==> config.mk <==
export PLATFORM = sky130hd
export DESIGN_NAME = scr_top
export DESIGN_NICKNAME = d
export VERILOG_FILES = /design/src/scr_pkg.sv /design/src/scr_evt_irq.sv /design/src/scr_top.sv
export VERILOG_INCLUDE_DIRS = /design/src
export SDC_FILE = /design/constraint.sdc
export NUM_CORES = 1
export LEC_CHECK = 0
export BUFFER_PORTS_ARGS = -buffer_cell sky130_fd_sc_hd__buf_2
export CAP_MARGIN = 10
export CORE_MARGIN = 2
export CORE_UTILIZATION = 30
export CTS_BUF_LIST = sky130_fd_sc_hd__clkbuf_4 sky130_fd_sc_hd__clkbuf_8
export CTS_CLUSTER_SIZE = 14
export DETAILED_ROUTE_END_ITERATION = 8
export GPL_ROUTABILITY_DRIVEN = 0
export PLACE_DENSITY = 0.57
export SKIP_CTS_REPAIR_TIMING = 1
export SLEW_MARGIN = 5
export SYNTH_ARGS = -nofsm -noshare
export SYNTH_HDL_FRONTEND = slang
export SYNTH_SLANG_ARGS = --single-unit
==> constraint.sdc <==
create_clock -name i_clk -period 5.4 [get_ports i_clk]
set_input_delay 0.54 -clock i_clk [delete_from_list [all_inputs] [get_ports i_clk]]
set_output_delay 0.54 -clock i_clk [all_outputs]
set_load 0.02 [all_outputs]
==> src/scr_map.svh <==
`ifndef SCR_MAP_SVH
`define SCR_MAP_SVH

// ----------------------------------------------------------------
// register offsets (byte addresses, low bits of haddr)
// ----------------------------------------------------------------
`define SCR_ADDR_W        12
`define SCR_OFS_IDENT     12'h000
`define SCR_OFS_INTERRUPT_CONTROL_STATE      12'h004
`define SCR_OFS_AUX       12'h008
`define SCR_OFS_IRQ_STAT  12'h010
`define SCR_OFS_IRQ_CLR   12'h014
`define SCR_OFS_IRQ_EN    12'h018

// ----------------------------------------------------------------
// auxiliary control fields
// ----------------------------------------------------------------
`define SCR_AUX_FPOOO     9
`define SCR_AUX_DUAL      2
`define SCR_AUX_MCYC      0
`define SCR_AUX_RST       1'b0

// ----------------------------------------------------------------
// identification fields
// ----------------------------------------------------------------
`define SCR_ID_CONST      4'hf

// ----------------------------------------------------------------
// interrupt control and state fields
// ----------------------------------------------------------------
`define SCR_INTERRUPT_CONTROL_STATE_NMI_SET  31
`define SCR_INTERRUPT_CONTROL_STATE_NMI_CLR  30
`define SCR_INTERRUPT_CONTROL_STATE_SVC_SET  28
`define SCR_INTERRUPT_CONTROL_STATE_SVC_CLR  27
`define SCR_INTERRUPT_CONTROL_STATE_TCK_SET  26
`define SCR_INTERRUPT_CONTROL_STATE_TCK_CLR  25
`define SCR_INTERRUPT_CONTROL_STATE_ISRP     22
`define SCR_INTERRUPT_CONTROL_STATE_VPEND_LO 12
`define SCR_INTERRUPT_CONTROL_STATE_RETBASE  11

// ----------------------------------------------------------------
// event status layout
// ----------------------------------------------------------------
`define SCR_EVT_W         3
`define SCR_EVT_NMI       0
`define SCR_EVT_SVC       1
`define SCR_EVT_TCK       2
`define SCR_EVT_RST       3'h0

`endif

==> src/scr_pkg.sv <==
package scr_pkg;
  typedef logic [31:0] scr_word_t;
  typedef logic [8:0]  scr_vec_t;
  typedef logic [1:0]  scr_bank_t;
  typedef logic [2:0]  scr_evt_t;
endpackage

==> src/scr_evt_irq.sv <==
`timescale 1ns/1ps
`include "scr_map.svh"

module scr_evt_irq (
  input  wire logic             i_clk,
  input  wire logic             i_rst_b,
  input  wire scr_pkg::scr_evt_t i_evt,
  input  wire logic             i_clr_we,
  input  wire logic             i_en_we,
  input  wire scr_pkg::scr_evt_t i_wdata,
  output scr_pkg::scr_evt_t      o_status_nxt,
  output scr_pkg::scr_evt_t      o_enable_nxt,
  output logic                  o_irq
);
  import scr_pkg::*;

  scr_evt_t status_r;
  scr_evt_t enable_r;
  scr_evt_t clr_mask;

  // an event in the clearing cycle survives the clear
  assign clr_mask     = i_clr_we ? i_wdata : `SCR_EVT_RST;
  assign o_status_nxt = i_evt | (status_r & ~clr_mask);
  assign o_enable_nxt = i_en_we ? i_wdata : enable_r;

  always_ff @(posedge i_clk or negedge i_rst_b) begin
    if (!i_rst_b) begin
      status_r <= `SCR_EVT_RST;
      enable_r <= `SCR_EVT_RST;
      o_irq    <= 1'b0;
    end else begin
      status_r <= o_status_nxt;
      enable_r <= o_enable_nxt;
      o_irq    <= |(o_status_nxt & o_enable_nxt);
    end
  end
endmodule

==> src/scr_top.sv <==
// Chosen here: the placing of the registers and register access over AHB-Lite.
`timescale 1ns/1ps
`include "scr_map.svh"

module scr_top #(
  parameter logic [7:0]  IMPLEMENTER = 8'h5a,  // arbitrary value
  parameter logic [3:0]  VARIANT     = 4'h1,   // arbitrary value
  parameter logic [11:0] PART_NUMBER = 12'h123, // arbitrary value
  parameter logic [3:0]  PATCH       = 4'h3    // arbitrary value
) (
  input  wire logic              i_clk,
  input  wire logic              i_rst_b,
  input  wire logic              i_hsel,
  input  wire scr_pkg::scr_word_t i_haddr,
  input  wire logic [1:0]        i_htrans,
  input  wire logic              i_hwrite,
  input  wire logic [2:0]        i_hsize,
  input  wire scr_pkg::scr_word_t i_hwdata,
  input  wire logic              i_hready,
  input  wire logic              i_hnonsec,
  input  wire logic              i_nmi_req,
  input  wire logic              i_nmi_taken,
  input  wire scr_pkg::scr_bank_t i_svc_taken,
  input  wire scr_pkg::scr_bank_t i_tick_req,
  input  wire scr_pkg::scr_bank_t i_tick_taken,
  input  wire scr_pkg::scr_vec_t  i_active_vector,
  input  wire scr_pkg::scr_vec_t  i_pending_vector,
  input  wire logic              i_preempted_active,
  input  wire logic              i_isr_pending,
  output scr_pkg::scr_word_t      o_hrdata,
  output logic                   o_hreadyout,
  output logic                   o_hresp,
  output logic                   o_fp_out_of_order_disable,
  output logic                   o_dual_issue_disable,
  output logic                   o_multicycle_interrupt_disable,
  output logic                   o_nmi_pending,
  output scr_pkg::scr_bank_t      o_service_call_pending,
  output scr_pkg::scr_bank_t      o_tick_pending,
  output logic                   o_irq
);
  import scr_pkg::*;

  // ----------------------------------------------------------------
  // bus address and data phase
  // ----------------------------------------------------------------
  logic                     dp_valid_r;
  logic                     dp_write_r;
  logic                     dp_nonsec_r;
  logic [`SCR_ADDR_W-1:0]   dp_addr_r;
  logic                     ap_valid;
  logic                     ap_read;
  logic [`SCR_ADDR_W-1:0]   ap_addr;
  logic                     wr_en;

  // only NONSEQ/SEQ with the bus ready start a transfer; hsize is not
  // checked since the master only issues whole words
  assign ap_valid = i_hsel & i_htrans[1] & i_hready;
  assign ap_read  = ap_valid & ~i_hwrite;
  assign ap_addr  = i_haddr[`SCR_ADDR_W-1:0];
  assign wr_en    = dp_valid_r & dp_write_r;

  always_ff @(posedge i_clk or negedge i_rst_b) begin
    if (!i_rst_b) begin
      dp_valid_r  <= 1'b0;
      dp_write_r  <= 1'b0;
      dp_nonsec_r <= 1'b0;
      dp_addr_r   <= '0;
    end else begin
      dp_valid_r  <= ap_valid;
      dp_write_r  <= i_hwrite;
      dp_nonsec_r <= i_hnonsec;
      dp_addr_r   <= ap_addr;
    end
  end

  // ----------------------------------------------------------------
  // write decode
  // ----------------------------------------------------------------
  logic wr_aux;
  logic wr_interrupt_control_state;
  logic wr_irq_clr;
  logic wr_irq_en;

  // identification and status writes decode to nothing: ignored
  assign wr_aux     = wr_en & (dp_addr_r == `SCR_OFS_AUX);
  assign wr_interrupt_control_state    = wr_en & (dp_addr_r == `SCR_OFS_INTERRUPT_CONTROL_STATE);
  assign wr_irq_clr = wr_en & (dp_addr_r == `SCR_OFS_IRQ_CLR);
  assign wr_irq_en  = wr_en & (dp_addr_r == `SCR_OFS_IRQ_EN);

  // ----------------------------------------------------------------
  // auxiliary control
  // ----------------------------------------------------------------
  logic fpooo_nxt;
  logic dual_nxt;
  logic mcyc_nxt;

  assign fpooo_nxt = wr_aux ? i_hwdata[`SCR_AUX_FPOOO] : o_fp_out_of_order_disable;
  assign dual_nxt  = wr_aux ? i_hwdata[`SCR_AUX_DUAL] : o_dual_issue_disable;
  assign mcyc_nxt  = wr_aux ? i_hwdata[`SCR_AUX_MCYC]
                            : o_multicycle_interrupt_disable;

  always_ff @(posedge i_clk or negedge i_rst_b) begin
    if (!i_rst_b) begin
      o_fp_out_of_order_disable      <= `SCR_AUX_RST;
      o_dual_issue_disable           <= `SCR_AUX_RST;
      o_multicycle_interrupt_disable <= `SCR_AUX_RST;
    end else begin
      o_fp_out_of_order_disable      <= fpooo_nxt;
      o_dual_issue_disable           <= dual_nxt;
      o_multicycle_interrupt_disable <= mcyc_nxt;
    end
  end

  // ----------------------------------------------------------------
  // nmi pending, shared by both security states
  // ----------------------------------------------------------------
  logic nmi_set;
  logic nmi_clr;
  logic nmi_nxt;

  assign nmi_set = i_nmi_req | (wr_interrupt_control_state & i_hwdata[`SCR_INTERRUPT_CONTROL_STATE_NMI_SET]);
  assign nmi_clr = i_nmi_taken | (wr_interrupt_control_state & i_hwdata[`SCR_INTERRUPT_CONTROL_STATE_NMI_CLR]);
  // set beats clear so a request in the clearing cycle is never lost
  assign nmi_nxt = nmi_set | (o_nmi_pending & ~nmi_clr);

  always_ff @(posedge i_clk or negedge i_rst_b) begin
    if (!i_rst_b) begin
      o_nmi_pending <= 1'b0;
    end else begin
      o_nmi_pending <= nmi_nxt;
    end
  end

  // ----------------------------------------------------------------
  // banked service call and tick pending, index 1 is non-secure
  // ----------------------------------------------------------------
  scr_bank_t svc_nxt;
  scr_bank_t tck_nxt;

  genvar b;
  generate
    for (b = 0; b < 2; b++) begin : g_bank
      logic bank_wr;
      logic svc_set;
      logic svc_clr;
      logic tck_set;
      logic tck_clr;

      // each access touches only the copy of its own security state
      assign bank_wr = wr_interrupt_control_state & (dp_nonsec_r == 1'(b));
      assign svc_set = bank_wr & i_hwdata[`SCR_INTERRUPT_CONTROL_STATE_SVC_SET];
      assign svc_clr = i_svc_taken[b] | (bank_wr & i_hwdata[`SCR_INTERRUPT_CONTROL_STATE_SVC_CLR]);
      assign tck_set = i_tick_req[b] | (bank_wr & i_hwdata[`SCR_INTERRUPT_CONTROL_STATE_TCK_SET]);
      assign tck_clr = i_tick_taken[b] | (bank_wr & i_hwdata[`SCR_INTERRUPT_CONTROL_STATE_TCK_CLR]);
      assign svc_nxt[b] = svc_set | (o_service_call_pending[b] & ~svc_clr);
      assign tck_nxt[b] = tck_set | (o_tick_pending[b] & ~tck_clr);
    end
  endgenerate

  always_ff @(posedge i_clk or negedge i_rst_b) begin
    if (!i_rst_b) begin
      o_service_call_pending <= '0;
      o_tick_pending         <= '0;
    end else begin
      o_service_call_pending <= svc_nxt;
      o_tick_pending         <= tck_nxt;
    end
  end

  // ----------------------------------------------------------------
  // event status and interrupt
  // ----------------------------------------------------------------
  scr_evt_t evt;
  scr_evt_t irq_status_nxt;
  scr_evt_t irq_enable_nxt;

  assign evt[`SCR_EVT_NMI] = nmi_nxt & ~o_nmi_pending;
  assign evt[`SCR_EVT_SVC] = |(svc_nxt & ~o_service_call_pending);
  assign evt[`SCR_EVT_TCK] = |(tck_nxt & ~o_tick_pending);

  scr_evt_irq u_evt_irq (
    .i_clk        (i_clk),
    .i_rst_b      (i_rst_b),
    .i_evt        (evt),
    .i_clr_we     (wr_irq_clr),
    .i_en_we      (wr_irq_en),
    .i_wdata      (i_hwdata[`SCR_EVT_W-1:0]),
    .o_status_nxt (irq_status_nxt),
    .o_enable_nxt (irq_enable_nxt),
    .o_irq        (o_irq)
  );

  // ----------------------------------------------------------------
  // read path
  // ----------------------------------------------------------------
  scr_word_t id_word;
  scr_word_t interrupt_control_state_word;
  scr_word_t aux_word;
  scr_word_t rd_sel;
  logic      ap_bank;
  logic      svc_rd;
  logic      tck_rd;

  // read data comes from next-state values so a read right behind a
  // write sees it without a wait state
  assign ap_bank = i_hnonsec;
  assign svc_rd  = ap_bank ? svc_nxt[1] : svc_nxt[0];
  assign tck_rd  = ap_bank ? tck_nxt[1] : tck_nxt[0];

  // not banked: identical for both security states
  assign id_word = {IMPLEMENTER, VARIANT,
                    `SCR_ID_CONST, PART_NUMBER,
                    PATCH};

  // clear bits, reserved and debug bits read zero
  assign interrupt_control_state_word = {nmi_nxt, 2'b00, svc_rd, 1'b0, tck_rd, 3'b000,
                      i_isr_pending, 1'b0, i_pending_vector,
                      ~i_preempted_active, 2'b00, i_active_vector};

  assign aux_word = {22'h0, fpooo_nxt, 6'h00, dual_nxt, 1'b0, mcyc_nxt};

  always_comb begin
    case (ap_addr)
      `SCR_OFS_IDENT:    rd_sel = id_word;
      `SCR_OFS_INTERRUPT_CONTROL_STATE:     rd_sel = interrupt_control_state_word;
      `SCR_OFS_AUX:      rd_sel = aux_word;
      `SCR_OFS_IRQ_STAT: rd_sel = {29'h0, irq_status_nxt};
      `SCR_OFS_IRQ_EN:   rd_sel = {29'h0, irq_enable_nxt};
      default:           rd_sel = 32'h00000000;
    endcase
  end

  always_ff @(posedge i_clk or negedge i_rst_b) begin
    if (!i_rst_b) begin
      o_hrdata    <= 32'h00000000;
      o_hreadyout <= 1'b1;
      o_hresp     <= 1'b0;
    end else begin
      o_hrdata    <= ap_read ? rd_sel : 32'h00000000;
      o_hreadyout <= 1'b1;
      o_hresp     <= 1'b0;
    end
  end
endmodule

==> summary.txt <==
Outcome
  • Outcome: finished clean

Clocking
  • CTS tree: yes
  • Number of CTS-inserted buffers: 5
  • Clk root buf: clkbuf_8
  • H-tree depth: 2
  • Clk slew on worst S/H paths: 0.10 ns
  • Clock sinks: 55
  • Clk_lat worst skew: 0.31 ns
  • CTS Buffer Depth: 2

GRT
  • All-layer global routing usage: 0.132
  • GR Overflow Total: 0
  • Initial antenna violation count: 0
  • Vias in the first global route: 1,719
  • Largest net degree at the start of global routing: 56
  • Global-route wire length before repair: 8790 um

Layout
  • Final std cells w/o fill: 395
  • Share of cells above drive strength 1: 0.403
  • Final core utilization: 0.392
  • Fin nets: 395
  • Synthesis-to-layout area growth: 28.1%
  • Final design area excluding fillers: 3000 um2
  • Number of inserted diodes: 0

Worst setup path
  • Reg2Reg Depth: 5
  • Critical path required time: 5.59 ns
  • CP peak stage delay: 0.49 ns
  • Reg2Reg Launch Point: dp_addr_r[5]
  • R2r endpoint: o_hrdata[26]
  • Crit path to: o_hrdata[26]
  • Reg2Reg Setup Slack: 3.32 ns
  • Max FO, Critical Path: 8
  • WS Path Type: reg -> reg
  • Critical path startpoint category: flip-flop
  • Worst-path cell chain: nor4_2, and4_1, a311oi_1, a2111oi_2, a211oi_2
  • Worst Setup SP: dp_addr_r[5]
  • Worst setup EP type: flip-flop
  • Slowest cell on the critical path: and4_1
  • WP data arrival: 2.27 ns

Yosys
  • Synth Instances: 202
  • Mean Syn Cell Area: 11.6 um2
  • Yosys cell types: 50
  • Number of synthesized flops with an enable pin: 0
  • Post-synthesis sequential area ratio: 0.588
  • Warnings, synthesis: 0
  • Ys async rst share: 1.00
  • Top FF cell, synth: dfrtp_1
  • Yosys top cell by area: dfrtp_1
  • Yosys top cell area share: 0.588
  • Syn Std Cell Area: 2340 um2
  • Largest cells by area after synthesis: dfrtp_1 (59%), inv_1 (3.7%), buf_4 (3.2%)
  • Synthesized flop and latch total: 55

Detailed routing
  • Routed Antenna Nets: 0
  • Initial DRC Count: 54
  • Total Wirelength: 5380 um
  • Avg WL per Cell: 13.6 um
  • Drc violations: 0
  • DR vias/cell: 4.57
  • DR vias: 1,805
  • Drt pass-1 iters: 4

Power
  • Pwr dens: 272 nW/um2
  • Leak Pwr: 1.60 nW
  • Max IR drop VDD: 0.000107 V
  • Design Power: 0.815 mW

STA
  • Final Setup Violations: 0
  • Highest Clock Rate: 480 MHz
  • Fin. max-slew vios: 0
  • Unrepaired setup endpoints after global routing: false
  • Clk_skew: 0.00783 ns
  • Slew @ Worst Pin: 0.693 ns
  • Hold WS: 0.338 ns
  • Worst setup margin: 3.32 ns
  • Setup TNS: 0 ns
  • Crit share post-route: 0.385
  • Slew headroom: 0.538
  • Final hold vios: 0
  • Min Tclk post-route: 2.08 ns

Die
  • Ports: 146
  • Initial Utilization: 0.306
  • Die X: 92.3 um
  • Die area: 8520 um2
  • Core area: 7650 um2
  • Die H: 92.3 um
  • Std cell rows: 32

Placed design
  • Port Buf Inserts: 92
  • Dpl ws: 3.04 ns
  • Placed cell count: 387
  • Dpl hpwl: 4100 um
  • Placed cell area: 2860 um2

Job
  • Max-cap viol count: 0

Worst hold path
  • Min-Delay Path Class: in -> reg
-- registers in the layout, summed over array words and instances (netlist names) --
signal	cells
dp_write_r	1
o_multicycle_interrupt_disable	1
u_evt_irq.enable_r	3
o_nmi_pending	1
dp_nonsec_r	1
o_fp_out_of_order_disable	1
dp_addr_r	12
o_service_call_pending	2
u_evt_irq.o_irq	1
u_evt_irq.status_r	3
o_hrdata	25
o_dual_issue_disable	1
dp_valid_r	1
o_tick_pending	2
-- layout by cell type, fill, tap and decap left out, drive strengths merged, types with 4 or more instances in the layout --
master	synthesis	final
dfrtp	55	55
conb	2	7
buf	10	93
nor2	8	8
inv	23	23
clkbuf	5	5
and2	9	9
nor3	4	4
nor4	4	4
a21oi	13	13
nand2	11	11
mux2	4	4
a311oi	4	4
o21ai	5	5
-- synthesized netlist by cell type, drive strengths merged (3+ instances only) --
library cell	instances
a211oi	3
a21bo	3
a21oi	13
a311oi	4
and2	9
buf	10
clkbuf	5
dfrtp	55
inv	23
mux2	4
mux2i	3
nand2	11
nand4	3
nor2	8
nor3	4
nor4	4
nor4b	3
o21ai	5
-- layout make-up --
cell class | count | area, um2
inverters | 23 | 86.3
clock buffers | 5 | 68.8
fillers | 796 | 4650
repair buffers | 93 | 468
clock inverters | 3 | 67.6
multi-input cells | 114 | 802
flip-flops and latches | 55 | 1380
well taps | 102 | 128
-- how the worst min path moves through the flow --
stage	start	to	slack [ns]	cells after the start
after detailed placement	u_evt_irq.enable_r[1]	u_evt_irq.enable_r[1]	0.50	1
after global routing	i_hwrite	dp_write_r	0.32	1
final	i_hwrite	dp_write_r	0.34	1
after global placement	u_evt_irq.enable_r[0]	u_evt_irq.enable_r[0]	0.49	2
after floorplan	i_rst_b	dp_addr_r[0]	0.24	0
after CTS	i_hwrite	dp_write_r	0.33	1
-- where the power goes --
part,switching (mW),internal (mW)
Clock,0.134,0.185
Combinational,0.0426,0.0270
Sequential,0.00545,0.421
Total,0.182,0.633
-- per-layer routing --
layer	vias up	track usage	wire length (um)
met5	-	0	0
met4	0	0.0299	46
met3	5	0.0285	363
met2	78	0.204	2400
met1	853	0.189	2570
li1	869	-	-
-- worst max-delay path, delay by kind of cell (launching register included) --
family | cells | cell delay, ns
flip-flops | 1 | 0.40
AO/OA/AOI/OAI | 3 | 0.69
AND/OR/NAND/NOR | 2 | 0.88
-- kinds of logic (layout without fill, tap and decap cells) --
logic type | count (synthesis) | in the layout | share of synthesized area
AOI/OAI and AO/OA | 46 | 46 | 0.153
buffers and inverters | 38 | 124 | 0.0770
DFF | 55 | 55 | 0.588
muxes | 7 | 7 | 0.0337
other | 2 | 7 | 0.00321
and+or+nand+nor | 54 | 54 | 0.145
Note: power is estimated with default switching activity, not from simulation.
